==> src/verilog/press_cfg_pkg.sv <==
// shared constants of the pressure sensor configuration registers
package press_cfg_pkg;
    // 7-bit register addresses
    localparam logic [6:0] ADDR_REF_LOW    = 7'h08;
    localparam logic [6:0] ADDR_REF_MID    = 7'h09;
    localparam logic [6:0] ADDR_REF_HIGH   = 7'h0A;
    localparam logic [6:0] ADDR_IDENTITY   = 7'h0F;
    localparam logic [6:0] ADDR_AVG_CFG    = 7'h10;
    localparam logic [6:0] ADDR_MAIN_CTRL  = 7'h20;
    localparam logic [6:0] ADDR_SEC_CTRL   = 7'h21;
    localparam logic [6:0] ADDR_STATUS     = 7'h27;
    localparam logic [6:0] ADDR_PRESS_LOW  = 7'h28;
    localparam logic [6:0] ADDR_PRESS_MID  = 7'h29;
    localparam logic [6:0] ADDR_PRESS_HIGH = 7'h2A;
    localparam logic [6:0] ADDR_TEMP_LOW   = 7'h2B;
    localparam logic [6:0] ADDR_TEMP_HIGH  = 7'h2C;
    localparam logic [6:0] ADDR_OFS_LOW    = 7'h39;
    localparam logic [6:0] ADDR_OFS_HIGH   = 7'h3A;

    // reset values
    localparam logic [7:0] AVG_CFG_RST   = 8'h0F;
    localparam logic [7:0] MAIN_CTRL_RST = 8'h00;
    localparam logic [7:0] OFS_RST       = 8'h00;

    // main control field positions
    localparam int MC_ACTIVE   = 7;
    localparam int MC_RATE_LSB = 4;
    localparam int MC_DIFF     = 3;
    localparam int MC_BLOCK    = 2;
    localparam int MC_AZ_CLR   = 1;
    localparam int MC_WIRE     = 0;
    // secondary control field positions
    localparam int SC_AZ_EN    = 1;
    localparam int SC_TRIGGER  = 0;
    // status field positions
    localparam int ST_TEMP     = 0;
    localparam int ST_PRESS    = 1;

    // rate codes
    localparam logic [2:0] RATE_SINGLE = 3'h0;
    localparam logic [2:0] RATE_1HZ    = 3'h1;
    localparam logic [2:0] RATE_7HZ    = 3'h2;
    localparam logic [2:0] RATE_12HZ   = 3'h3;
    localparam logic [2:0] RATE_25HZ   = 3'h4;

    // update rates in centihertz and their periods in core_clk cycles
    localparam longint CLK_HZ      = 20_000_000;
    localparam longint RATE_1_CHZ  = 100;
    localparam longint RATE_7_CHZ  = 700;
    localparam longint RATE_12_CHZ = 1250;
    localparam longint RATE_25_CHZ = 2500;
    localparam int PERIOD_1_CYC  = int'(CLK_HZ * 100 / RATE_1_CHZ);
    localparam int PERIOD_7_CYC  = int'(CLK_HZ * 100 / RATE_7_CHZ);
    localparam int PERIOD_12_CYC = int'(CLK_HZ * 100 / RATE_12_CHZ);
    localparam int PERIOD_25_CYC = int'(CLK_HZ * 100 / RATE_25_CHZ);

    typedef enum logic [1:0] {
        CONV_IDLE = 2'b01,
        CONV_BUSY = 2'b10
    } conv_state_t;
endpackage

==> src/verilog/pressure_sensor_config_regs.sv <==
// configuration, reference and output registers of the pressure sensor
// Summary of operation
// RL1: registers selected by seven bit address
// RL2: signed 24-bit reference over three bytes
// RL3: measured minus reference feeds limits, autozero
// RL4: temperature averaging 8..64, reset code 11
// RL5: pressure averaging 8..512, reset code 11
// RL6: power bit zero holds power-down
// RL7: rate codes 1..4 give periodic updates
// RL8: rate zero: each trigger one conversion
// RL9: differential enable gates differential output
// RL10: host writes reference before enabling differential
// RL11: block-update zero: outputs follow samples
// RL12: block-update one: freeze until both read
// RL13: autozero clear wipes reference, offsets; self-clears
// RL14: wire select picks four or three wire
// RL15: autozero enable copies pressure into reference
// RL16: single conversion done clears trigger, updates
// RL17: reserved averaging bits read zero, ignored
module pressure_sensor_config_regs
    import press_cfg_pkg::*;
#(
    parameter logic [7:0] IDENTITY_CODE = 8'h5A, // arbitrary value
    parameter int         PERIOD_1HZ    = PERIOD_1_CYC,
    parameter int         PERIOD_7HZ    = PERIOD_7_CYC,
    parameter int         PERIOD_12HZ   = PERIOD_12_CYC,
    parameter int         PERIOD_25HZ   = PERIOD_25_CYC
) (
    input  wire logic        core_clk,
    input  wire logic        sys_rst,
    input  wire logic [6:0]  reg_addr,
    input  wire logic        reg_wr,
    input  wire logic        reg_rd,
    input  wire logic [7:0]  reg_wdata,
    output logic      [7:0]  reg_rdata,
    output logic             reg_rvalid,
    output logic             conv_start,
    input  wire logic        conv_done,
    input  wire logic [23:0] press_sample,
    input  wire logic [15:0] temp_sample,
    output logic      [6:0]  temp_avg_samples,
    output logic      [9:0]  press_avg_samples,
    output logic             device_active,
    output logic             three_wire_mode,
    output logic             diff_enabled,
    output logic      [23:0] diff_pressure,
    output logic      [15:0] press_offset
);

    // refused at elaboration: the rate counter needs two cycles or more
    if (PERIOD_1HZ < 2 || PERIOD_7HZ < 2 || PERIOD_12HZ < 2 ||
        PERIOD_25HZ < 2) begin : g_bad_period
        $error("rate periods must be at least two cycles");
    end

    ////////////////////////////////////////////////////////////////////////
    // register storage
    logic [23:0] ref_q;
    logic [3:0]  avg_q;
    logic [7:0]  main_q;
    logic        az_en_q;
    logic        trig_q;
    logic [1:0]  stat_q;
    logic [15:0] ofs_q;
    logic [23:0] press_new_q;
    logic [15:0] temp_new_q;
    logic [23:0] press_out_q;
    logic [15:0] temp_out_q;
    logic        p_lock_q;
    logic        p_lo_rd_q;
    logic        p_hi_rd_q;
    logic        t_lock_q;
    logic        t_lo_rd_q;
    logic        t_hi_rd_q;
    logic [31:0] rate_cnt_q;
    logic        pend_q;
    conv_state_t conv_q;

    ////////////////////////////////////////////////////////////////////////
    // address decode
    // RL1: seven bit decode
    wire wr_ref_lo  = reg_wr && reg_addr == ADDR_REF_LOW;
    wire wr_ref_mid = reg_wr && reg_addr == ADDR_REF_MID;
    wire wr_ref_hi  = reg_wr && reg_addr == ADDR_REF_HIGH;
    wire wr_avg     = reg_wr && reg_addr == ADDR_AVG_CFG;
    wire wr_main    = reg_wr && reg_addr == ADDR_MAIN_CTRL;
    wire wr_sec     = reg_wr && reg_addr == ADDR_SEC_CTRL;
    wire wr_ofs_lo  = reg_wr && reg_addr == ADDR_OFS_LOW;
    wire wr_ofs_hi  = reg_wr && reg_addr == ADDR_OFS_HIGH;
    wire rd_p_lo    = reg_rd && reg_addr == ADDR_PRESS_LOW;
    wire rd_p_mid   = reg_rd && reg_addr == ADDR_PRESS_MID;
    wire rd_p_hi    = reg_rd && reg_addr == ADDR_PRESS_HIGH;
    wire rd_t_lo    = reg_rd && reg_addr == ADDR_TEMP_LOW;
    wire rd_t_hi    = reg_rd && reg_addr == ADDR_TEMP_HIGH;

    wire        active    = main_q[MC_ACTIVE];
    wire [2:0]  rate      = main_q[MC_RATE_LSB+:3];
    wire        differential_enable   = main_q[MC_DIFF];
    wire        block_upd = main_q[MC_BLOCK];
    // RL13: clear strobe, never stored
    wire        az_clear  = wr_main && reg_wdata[MC_AZ_CLR];
    // RL15: copy on enabling autozero
    wire        az_rise   = wr_sec && reg_wdata[SC_AZ_EN] && !az_en_q;

    ////////////////////////////////////////////////////////////////////////
    // conversion scheduling
    logic [31:0] period;
    always_comb begin
        case (rate)
            RATE_1HZ:  period = 32'(PERIOD_1HZ);
            RATE_7HZ:  period = 32'(PERIOD_7HZ);
            RATE_12HZ: period = 32'(PERIOD_12HZ);
            RATE_25HZ: period = 32'(PERIOD_25HZ);
            default:   period = 32'h0;
        endcase
    end

    // RL7: reserved codes give period zero
    wire periodic = active && period != 32'h0;
    wire tick     = periodic && rate_cnt_q >= period - 32'h1;
    // RL8: single mode waits on trigger
    wire single   = active && rate == RATE_SINGLE;
    wire request  = tick || pend_q || (single && trig_q);
    // RL6: nothing starts in power-down
    wire start    = active && conv_q == CONV_IDLE && request;
    wire done     = conv_q == CONV_BUSY && conv_done;

    always_ff @(posedge core_clk or posedge sys_rst) begin
        if (sys_rst) begin
            rate_cnt_q <= 32'h0;
        end else if (!periodic || tick) begin
            rate_cnt_q <= 32'h0;
        end else begin
            rate_cnt_q <= rate_cnt_q + 32'h1;
        end
    end

    // a tick during a running conversion is kept, not lost
    always_ff @(posedge core_clk or posedge sys_rst) begin
        if (sys_rst) begin
            pend_q <= 1'b0;
        end else if (!periodic) begin
            pend_q <= 1'b0;
        end else if (tick && conv_q == CONV_BUSY) begin
            pend_q <= 1'b1;
        end else if (start) begin
            pend_q <= 1'b0;
        end
    end

    always_ff @(posedge core_clk or posedge sys_rst) begin
        if (sys_rst) begin
            conv_q <= CONV_IDLE;
        end else begin
            case (conv_q)
                CONV_IDLE: begin
                    if (start) begin
                        conv_q <= CONV_BUSY;
                    end
                end
                CONV_BUSY: begin
                    if (conv_done) begin
                        conv_q <= CONV_IDLE;
                    end
                end
                default: conv_q <= CONV_IDLE;
            endcase
        end
    end

    ////////////////////////////////////////////////////////////////////////
    // configuration registers
    always_ff @(posedge core_clk or posedge sys_rst) begin
        if (sys_rst) begin
            ref_q <= 24'h0;
        end else if (az_clear) begin
            // RL13: reference wiped
            ref_q <= 24'h0;
        end else if (az_rise) begin
            // RL15: capture newest pressure
            ref_q <= press_new_q;
        end else begin
            // RL2: byte lanes of the reference
            if (wr_ref_lo) ref_q[7:0]   <= reg_wdata;
            if (wr_ref_mid) ref_q[15:8] <= reg_wdata;
            if (wr_ref_hi) ref_q[23:16] <= reg_wdata;
        end
    end

    always_ff @(posedge core_clk or posedge sys_rst) begin
        if (sys_rst) begin
            avg_q <= AVG_CFG_RST[3:0];
            main_q <= MAIN_CTRL_RST;
            ofs_q <= {OFS_RST, OFS_RST};
            az_en_q <= 1'b0;
        end else begin
            // RL17: upper bits dropped
            if (wr_avg) avg_q <= reg_wdata[3:0];
            // RL13: clear bit not kept
            if (wr_main) main_q <= reg_wdata & ~(8'h01 << MC_AZ_CLR);
            if (wr_sec) az_en_q <= reg_wdata[SC_AZ_EN];
            if (az_clear) begin
                // RL13: offsets back to default
                ofs_q <= {OFS_RST, OFS_RST};
            end else begin
                if (wr_ofs_lo) ofs_q[7:0] <= reg_wdata;
                if (wr_ofs_hi) ofs_q[15:8] <= reg_wdata;
            end
        end
    end

    // set by host wins over the clear at completion
    always_ff @(posedge core_clk or posedge sys_rst) begin
        if (sys_rst) begin
            trig_q <= 1'b0;
        end else if (wr_sec) begin
            trig_q <= reg_wdata[SC_TRIGGER];
        end else if (done && trig_q) begin
            // RL16: trigger self-clears
            trig_q <= 1'b0;
        end
    end

    ////////////////////////////////////////////////////////////////////////
    // samples and output registers
    // RL3: measured minus reference
    wire [23:0] diff_val  = press_sample - ref_q;
    // RL15: subtract while autozero runs
    wire [23:0] press_val = (differential_enable || az_en_q) ? diff_val : press_sample;

    always_ff @(posedge core_clk or posedge sys_rst) begin
        if (sys_rst) begin
            press_new_q <= 24'h0;
            temp_new_q <= 16'h0;
            diff_pressure <= 24'h0;
        end else if (done) begin
            press_new_q <= press_val;
            temp_new_q <= temp_sample;
            // RL9: differential only when enabled
            if (differential_enable) diff_pressure <= diff_val;
        end
    end

    // set by a fresh sample beats the clear by a read
    always_ff @(posedge core_clk or posedge sys_rst) begin
        if (sys_rst) begin
            stat_q <= 2'b00;
        end else begin
            // RL16: status follows new data
            stat_q[ST_PRESS] <= done || (stat_q[ST_PRESS] && !rd_p_hi);
            stat_q[ST_TEMP] <= done || (stat_q[ST_TEMP] && !rd_t_hi);
        end
    end

    // RL12: lock opens once low and high both read
    wire p_both = (p_lo_rd_q || rd_p_lo) && (p_hi_rd_q || rd_p_hi);
    wire t_both = (t_lo_rd_q || rd_t_lo) && (t_hi_rd_q || rd_t_hi);
    wire p_rd   = rd_p_lo || rd_p_mid || rd_p_hi;
    wire t_rd   = rd_t_lo || rd_t_hi;

    always_ff @(posedge core_clk or posedge sys_rst) begin
        if (sys_rst) begin
            p_lock_q <= 1'b0;
            p_lo_rd_q <= 1'b0;
            p_hi_rd_q <= 1'b0;
        end else if (!block_upd || (p_lock_q && p_both)) begin
            p_lock_q <= 1'b0;
            p_lo_rd_q <= 1'b0;
            p_hi_rd_q <= 1'b0;
        end else if (p_rd) begin
            // RL12: freeze on first read
            p_lock_q <= 1'b1;
            p_lo_rd_q <= p_lo_rd_q || rd_p_lo;
            p_hi_rd_q <= p_hi_rd_q || rd_p_hi;
        end
    end

    always_ff @(posedge core_clk or posedge sys_rst) begin
        if (sys_rst) begin
            t_lock_q <= 1'b0;
            t_lo_rd_q <= 1'b0;
            t_hi_rd_q <= 1'b0;
        end else if (!block_upd || (t_lock_q && t_both)) begin
            t_lock_q <= 1'b0;
            t_lo_rd_q <= 1'b0;
            t_hi_rd_q <= 1'b0;
        end else if (t_rd) begin
            t_lock_q <= 1'b1;
            t_lo_rd_q <= t_lo_rd_q || rd_t_lo;
            t_hi_rd_q <= t_hi_rd_q || rd_t_hi;
        end
    end

    // RL11: unlocked outputs follow the newest sample
    always_ff @(posedge core_clk or posedge sys_rst) begin
        if (sys_rst) begin
            press_out_q <= 24'h0;
            temp_out_q <= 16'h0;
        end else begin
            if (!p_lock_q) press_out_q <= press_new_q;
            if (!t_lock_q) temp_out_q <= temp_new_q;
        end
    end

    ////////////////////////////////////////////////////////////////////////
    // read port
    logic [7:0] rd_mux;
    always_comb begin
        case (reg_addr)
            ADDR_REF_LOW:    rd_mux = ref_q[7:0];
            ADDR_REF_MID:    rd_mux = ref_q[15:8];
            ADDR_REF_HIGH:   rd_mux = ref_q[23:16];
            ADDR_IDENTITY:   rd_mux = IDENTITY_CODE;
            // RL17: reserved bits read zero
            ADDR_AVG_CFG:    rd_mux = {4'h0, avg_q};
            ADDR_MAIN_CTRL:  rd_mux = main_q;
            ADDR_SEC_CTRL:   rd_mux = {6'h00, az_en_q, trig_q};
            ADDR_STATUS:     rd_mux = {6'h00, stat_q};
            // a locked read sees the held value, an unlocked read the newest sample
            ADDR_PRESS_LOW:  rd_mux = p_lock_q ? press_out_q[7:0]
                                               : press_new_q[7:0];
            ADDR_PRESS_MID:  rd_mux = p_lock_q ? press_out_q[15:8]
                                               : press_new_q[15:8];
            ADDR_PRESS_HIGH: rd_mux = p_lock_q ? press_out_q[23:16]
                                               : press_new_q[23:16];
            ADDR_TEMP_LOW:   rd_mux = t_lock_q ? temp_out_q[7:0]
                                               : temp_new_q[7:0];
            ADDR_TEMP_HIGH:  rd_mux = t_lock_q ? temp_out_q[15:8]
                                               : temp_new_q[15:8];
            ADDR_OFS_LOW:    rd_mux = ofs_q[7:0];
            ADDR_OFS_HIGH:   rd_mux = ofs_q[15:8];
            default:         rd_mux = 8'h00;
        endcase
    end

    always_ff @(posedge core_clk or posedge sys_rst) begin
        if (sys_rst) begin
            reg_rdata <= 8'h00;
            reg_rvalid <= 1'b0;
            conv_start <= 1'b0;
        end else begin
            reg_rvalid <= reg_rd;
            if (reg_rd) reg_rdata <= rd_mux;
            conv_start <= start;
        end
    end

    ////////////////////////////////////////////////////////////////////////
    // configuration outputs
    // RL4: temperature sample count
    assign temp_avg_samples  = 7'h08 << avg_q[3:2];
    // RL5: pressure sample count
    assign press_avg_samples = 10'h008 << {avg_q[1:0], 1'b0};
    assign device_active     = active;
    // RL14: wire count to serial engine
    assign three_wire_mode   = main_q[MC_WIRE];
    // RL9: enable for threshold logic, RL10 up to the host
    assign diff_enabled      = differential_enable;
    assign press_offset      = ofs_q;

endmodule

==> config.mk <==
export PLATFORM = sky130hd
export DESIGN_NAME = pressure_sensor_config_regs
export DESIGN_NICKNAME = d
export VERILOG_FILES = /design/src/verilog/press_cfg_pkg.sv /design/src/verilog/pressure_sensor_config_regs.sv
export SDC_FILE = /design/constraint.sdc
export NUM_CORES = 1
export LEC_CHECK = 0
export ABC_AREA = 1
export BUFFER_PORTS_ARGS = -buffer_cell sky130_fd_sc_hd__buf_2
export CELL_PAD_IN_SITES_DETAIL_PLACEMENT = 0
export CELL_PAD_IN_SITES_GLOBAL_PLACEMENT = 2
export CORE_MARGIN = 2
export CORE_UTILIZATION = 34
export CTS_CLUSTER_DIAMETER = 80
export CTS_CLUSTER_SIZE = 30
export DETAILED_ROUTE_END_ITERATION = 8
export PLACE_DENSITY_LB_ADDON = 0.1
export SYNTH_ARGS = -nofsm -noshare
export SYNTH_HDL_FRONTEND = slang
export SYNTH_SLANG_ARGS = --single-unit
==> constraint.sdc <==
create_clock -name core_clk -period 7 [get_ports core_clk]
set_input_delay 0.35 -clock core_clk [delete_from_list [all_inputs] [get_ports core_clk]]
set_output_delay 0.35 -clock core_clk [all_outputs]
set_load 0.05 [all_outputs]
==> flow_summary.yaml, run 1 <==
run_status:
  outcome: "completed"
finish:
  fillerInstances: 3872
  drive_gt1_share_pct: 11.7
  final_cell_mix: "nand2_1 (541), dfrtp_1 (205), inv_1 (198)"
  syn2layout_area_growth_pct: 12.8
  final_common_cell: "nand2_1"
  antenna_cells: 0
  fin_nets: 1888
floorplan:
  io_pins: 130
  core_mm2: 0.0357
  start_util_pct: 34.6
  placementRows: 69
  die_area_mm2: 0.0379
  die_w_um: 195
  die_h_um: 195
logic_synthesis:
  netlist_instances: 1664
  synth-seq-area-share_pct: 42.6
  synthArstFlopShare_pct: 100
  synth_cell_types: 49
  synthAdderAreaFrac_pct: 5.53
  synth_xor_xnor_area_share_pct: 2.62
  synth_area_mm2: 0.0123
  synth_area_leaders: "dfrtp_1 (42%), nand2_1 (16%), inv_1 (6.0%)"
  yosys.area.top_type_share_pct: 41.5
  synth.largest_area_cell: "dfrtp_1"
  synth_top_family_by_area: "simple AND/OR/NAND/NOR gates"
  synth_compound_gate_area_share_pct: 11.2
  ys_seq_elements: 210
  synth_warnings: 0
  synth_flop_cell: "dfrtp_1"
  synthSimpleGateAreaFrac_pct: 29.5
  synth_edf_count: 0
  syn_area_per_cell_um2: 7.42
  synthMuxAreaShare_pct: 0.0811
routing:
  drc: 0
  detail_route.first_pass.iterations: 6
  routed_wl_um: 40300
  drt_iter0_drc: 650
  routedWlPerCell_um: 18.0
  ant_nets: 0
  viasPerCell: 4.90
  detailroute.via_count: 11000
clock_tree:
  clkSlewWorstSetupHoldPaths_ns: 0.09
  cts_buffers: 17
  clock_latency_ns: 0.52
  cts_tree: "built"
  clockBufferDepth: 3
  cts-resized-gates: 0
  cts_max_level: 1
  clock-root-buffer: "clkbuf_16"
  clkSinkCount: 210
global_route:
  grtUsageTotal_pct: 21.4
  antenna_found_initial: 0
  grt_pass1_wl_um: 63000
  grt_start_max_net_pins: 136
  grt_pass1_vias: 10800
  grt_overflow: 0
placement:
  hpwlAfterDp_um: 31100
  gp_congestion: 0.806
  post-place-ws_ns: 4.00
  port_buffers: 120
worst_hold_path:
  hold_class: "in2reg"
power_and_ir_drop:
  power_w: 0.00327
  power_density_mw_per_mm2: 235
  power_leakage_nw: 7.30
  irDropWorstVdd_v: 0.000208
sta:
  setup_tns_ns: 0
  slew_headroom_pct: 32.4
  final-max-slew-violation-count: 0
  finalSetupViolCount: 0
  holdWs_ns: 0.0226
  hold_viol_final: 0
  clock.fmax_mhz: 334
  fin_crit_ns: 3.00
  fin_ws_ns: 4.00
  clock_skew_ns: 0.0257
  rsz0062_at_grt: "no"
  worst_pin_slew_ns: 1.01
  min_period_over_period_pct: 42.8
setup_path:
  cp-end-kind: "flip-flop"
  crit_slowest_cell: "dfrtp_1"
  cp_max_fo: 32
  cp_cell_sequence: "nor2_1 -> inv_1 -> nor2_2 -> a21oi_1 -> ha_1 -> nand2_2 -> inv_1 -> nor3_1 -> ha_1 -> nand2_1 -> nand2_1 -> nand3_1 -> nand2_1 -> a21oi_1 -> nand2_1 -> nand2_1 -> nand3_1 -> buf_4 -> nor3_1"
  cp.required_ns: 7.41
  cp_top_family: "simple AND/OR/NAND/NOR gates"
  crit_path_frequent_cell: "nand2_1"
  crit_buf_inv: 3
  criticalPathCategory: "reg2reg"
  cp-start-kind: "flip-flop"
  slowest_delay_ns: 0.40
  crit_arrival_ns: 3.41
flow_run:
  cap_violations: 0
[worst paths after layout]
| kind | from | to | slack (ns) | cells after the start |
|---|---|---|---|---|
| min in group asynchronous | sys_rst | diff_pressure[1]$_DFFE_PP0P_ | 0.04 | 2 |
| max reg2reg | main_q[5]$_DFFE_PP0P_ | rate_cnt_q[14]$_DFF_PP0_ | 4.00 | 19 |
| min reg2reg | diff_pressure[19]$_DFFE_PP0P_ | diff_pressure[19]$_DFFE_PP0P_ | 0.48 | 2 |
| min | temp_sample[12] | temp_new_q[12]$_DFFE_PP0P_ | 0.02 | 3 |
| max | main_q[5]$_DFFE_PP0P_ | rate_cnt_q[14]$_DFF_PP0_ | 4.00 | 19 |
| max in group asynchronous | sys_rst | press_new_q[10]$_DFFE_PP0P_ | 5.31 | 3 |
[cells in the mapped netlist (2+ instances only)]
| cell type | instances |
|---|---|
| nand2_1 | 541 |
| dfrtp_1 | 205 |
| inv_1 | 199 |
| nor2_1 | 164 |
| nand3_1 | 75 |
| o21ai_0 | 71 |
| a21oi_1 | 54 |
| ha_1 | 53 |
| o21ai_1 | 38 |
| nor3_1 | 32 |
| xor2_1 | 29 |
| nand4_1 | 26 |
| clkbuf_1 | 24 |
| o21ai_2 | 20 |
| o22ai_1 | 15 |
| o21a_1 | 14 |
| buf_4 | 11 |
| buf_2 | 9 |
| a22o_1 | 8 |
| xnor2_1 | 8 |
| nor2_2 | 7 |
| nor4_1 | 6 |
| dfstp_2 | 5 |
| a211oi_1 | 4 |
| inv_2 | 4 |
| nand3_2 | 4 |
| o211ai_1 | 4 |
| buf_6 | 3 |
| nor3b_1 | 3 |
| nand2_2 | 2 |
| nand3_4 | 2 |
| nand3b_1 | 2 |
| nor3_2 | 2 |
| nor3_4 | 2 |
| o221ai_1 | 2 |
| o31ai_1 | 2 |
| or2_2 | 2 |
[power by group]
group          internal, W  leakage (nW)  total (W)  switching, W
Combinational     0.000257          4.39   0.000905      0.000647
Clock             0.000482         0.254   0.000999      0.000517
Sequential         0.00130          2.66    0.00136     0.0000607
Total              0.00204          7.30    0.00327       0.00123
[sequential cells by signal, summed over array words and instances (netlist names), 2 cells and up]
name,flops
press_offset,16
conv_q,2
ref_q,24
reg_rdata,8
main_q,7
temp_new_q,16
rate_cnt_q,32
diff_pressure,24
stat_q,2
temp_out_q,16
press_out_q,24
press_new_q,24
avg_q,4
[metrics by stage]
| stage | utilization [%] | instance area, um2 | instances |
|---|---|---|---|
| final | 39.1 | 13900 | 2244 |
| after global routing | 39.1 | 13900 | 2244 |
| after CTS | 39.1 | 13900 | 2244 |
| after detailed placement | 37.5 | 13400 | 2213 |
| after global placement | 37.5 | 13400 | 2213 |
| after floorplan | - | 12400 | 1672 |
[layout make-up]
type | instances | area (um2) | area share, %
Inverter | 204 | 773 | 5.55
Timing Repair Buffer | 131 | 691 | 4.96
Tap cell | 461 | 577 | 4.14
Clock inverter | 6 | 81.3 | 0.584
Sequential cell | 210 | 5260 | 37.8
Multi-Input combinational cell | 1210 | 6090 | 43.7
Clock buffer | 22 | 454 | 3.26
[timing repair]
| action | in CTS | in global routing |
|---|---|---|
| hold buffers | 3 | 0 |
| endpoints found under the hold margin | 3 | 0 |
| setup buffers | 0 | 0 |
[tightest hold or removal path, stage by stage]
cell and delay, ns:
buf_2 0.07, nand2_1 0.04, nand2_1 0.04
[metal layers]
| metal | track usage, % | part of all wire [%] |
|---|---|---|
| met5 | 0 | 0 |
| met4 | 4.62 | 2.0 |
| met3 | 2.46 | 3.5 |
| met2 | 35.0 | 46 |
| met1 | 30.6 | 49 |
[cells by family (layout without fill, tap and decap cells)]
group / Yosys count / after routing
and+or+nand+nor: 873 / 873
buffers and inverters: 252 / 363
other: 1 / 9
adders and majority gates: 54 / 54
DFF: 210 / 210
muxes: 1 / 1
AOI/OAI and AO/OA: 236 / 236
xor gates and xnor gates: 37 / 37
No activity file was read; power rests on OpenSTA's default activity.
==> run 2, diff against run 1 <==
CORE_UTILIZATION = 31   (was 34)
clock period = 2.45 ns   (was 7 ns; I/O delays follow)
==> run 2 against run 1 <==
The flow now finishes with violations (setup timing). Largest power group unchanged. Combinational power rose to 3.4 times the previous value. Count of clock-buffer cells in the layout fell by 2. Via count is 3.1% higher. Clock power rose to 3.5 times the previous value. Cell count increased by 7.9%. Register-to-register slack got worse by 4.1 ns. Wire length up 7.7%. First-iteration DRC count rose by 11%.
==> flow_summary.yaml, run 2 (synthesis results as in run 1) <==
sta:
  slew_headroom_pct: 52.2
  setup_tns_ns: -3.70
  fin_ws_ns: -0.131
  finalSetupViolCount: 36
  clock.fmax_mhz: 387
  final-max-slew-violation-count: 0
  clock_skew_ns: 0.0279
  fin_crit_ns: 2.58
  worst_pin_slew_ns: 0.717
  min_period_over_period_pct: 105
  hold_viol_final: 0
  rsz0062_at_grt: "yes"
finish:
  fin_cells: 2421
  fin_nets: 1997
  largest_reg_flops: 32
  top_register: "rate_cnt_q"
  antenna_cells: 0
  syn2layout_area_growth_pct: 26.6
  final_cell_mix: "nand2_1 (528), dfrtp_1 (204), inv_1 (193)"
  drive_gt1_share_pct: 18.8
  final_common_cell: "nand2_1"
  fillerInstances: 4189
routing:
  drc: 0
  routed_wl_um: 43400
  routedWlPerCell_um: 17.9
  viasPerCell: 4.68
  top_layer: "met4"
  drt_iter0_drc: 723
  ant_nets: 0
  wirelength_met1_um: 21400
  detail_route.first_pass.iterations: 8
  wl_met3_um: 1240
  detailroute.via_count: 11300
  wl_met2_um: 19500
placement:
  gp_congestion: 0.853
  port_buffers: 120
  dp_cells: 2327
  hpwlAfterDp_um: 33100
  post-place-ws_ns: -0.166
power_and_ir_drop:
  power_leakage_nw: 7.93
  power_w: 0.0105
  power_density_mw_per_mm2: 669
  irDropWorstVdd_v: 0.000615
floorplan:
  die_area_mm2: 0.0414
  start_util_pct: 31.2
  core_mm2: 0.0395
  die_w_um: 204
  placementRows: 73
  die_h_um: 204
  io_pins: 130
clock_tree:
  clockBufferDepth: 3
  clkSinkCount: 210
  cts_buffers: 19
  clock-root-buffer: "clkbuf_16"
  clock_latency_ns: 0.55
  cts_max_level: 1
  cts_tree: "built"
  clkSlewWorstSetupHoldPaths_ns: 0.09
global_route:
  grt_overflow: 0
  grt_start_max_net_pins: 115
  grt_pass1_vias: 11300
  grt_pass1_wl_um: 67700
  antenna_found_initial: 0
  grtUsageTotal_pct: 21.3
flow_run:
  cap_violations: 0
setup_path:
  cp-start-kind: "flip-flop"
  cp_max_fo: 8
  reg2reg_slack_ns: -0.13
  cp-end-kind: "flip-flop"
  crit_path_start: "main_q[6]$_DFFE_PP0P_"
  crit_arrival_ns: 3.01
  worstRegToRegCells: 16
  rr_startpoint: "main_q[6]$_DFFE_PP0P_"
  criticalPathCategory: "reg2reg"
  rr_endpoint: "rate_cnt_q[2]$_DFF_PP0_"
  cp.required_ns: 2.88
worst_hold_path:
  hold_class: "in2reg"
  hold_depth: 5
  min_to: "az_en_q$_DFFE_PP0P_"
  hold_start: "reg_addr[0]"
run_status:
  violations: "setup timing"
  outcome: "finished, violations left"
run 2: cell count changes in the layout (fill, tap and decap cells not counted), moves of 8 or more:
cell           change
buf_4             +52
nor2_1            -33
dlygate4sd3_1     +48
nand2_1           -13
nand2_2           +11
a21oi_1            -9
nor2_2            +13
nor2_4            +20
a21oi_2            +8
run 2: timing repair:
action	in CTS	in global routing
endpoints found under the setup margin	37	47
gates resized for setup	30	80
endpoints found under the hold margin	286	0
pin swaps	19	19
setup buffers	1	5
hold buffers	51	0
cloned	2	1
run 2: per-layer routing:
layer | track usage (%) | vias up
met5 | 0 | -
met4 | 5.89 | 0
met3 | 2.13 | 54
met2 | 33.9 | 184
met1 | 30.8 | 5339
li1 | - | 5765
run 2: how the worst max path moves through the flow:
| stage | endpoint |
|---|---|
| floorplan | az_en_q$_DFFE_PP0P_ |
| detailed placement | rate_cnt_q[5]$_DFF_PP0_ |
| global route | rate_cnt_q[22]$_DFF_PP0_ |
| finish | rate_cnt_q[2]$_DFF_PP0_ |
| global placement | conv_q[1]$_DFFE_PP0P_ |
| CTS | rate_cnt_q[27]$_DFF_PP0_ |
run 2: per-stage QoR:
step	hold slack (ns)	utilization (%)	area, um2
detailed placement	0.291	35.0	13900
finish	0.0503	39.5	15600
global route	0.0502	39.5	15600
global placement	0.284	35.0	13900
floorplan	0.154	-	12400
CTS	0.0205	38.6	15200
run 2: layout make-up:
class | instances | area, um2 | share of cell area [%]
Multi-Input combinational cell | 1210 | 6510 | 41.7
Inverter | 204 | 772 | 4.94
Clock inverter | 14 | 231 | 1.48
Sequential cell | 210 | 5260 | 33.7
Tap cell | 525 | 657 | 4.20
Timing Repair Buffer | 238 | 1700 | 10.9
Clock buffer | 20 | 489 | 3.13
run 2: critical path, stage by stage (launching register included):
cell       delay, ns
dfrtp_2         0.45
inv_2           0.09
nor2_4          0.04
a21oi_2         0.13
ha_2            0.24
nand2_4         0.08
o211ai_1        0.10
inv_1           0.10
ha_4            0.28
nand2_1         0.06
nor2_1          0.12
nand4_1         0.14
nor2b_4         0.13
nand2_2         0.08
nand3_4         0.16
clkbuf_16       0.23
nor2_4          0.03
run 2: report_power, final:
part	internal (W)	switching, W	total (W)
clock	0.00171	0.00175	0.00346
combinational	0.00106	0.00205	0.00312
sequential	0.00373	0.000165	0.00389
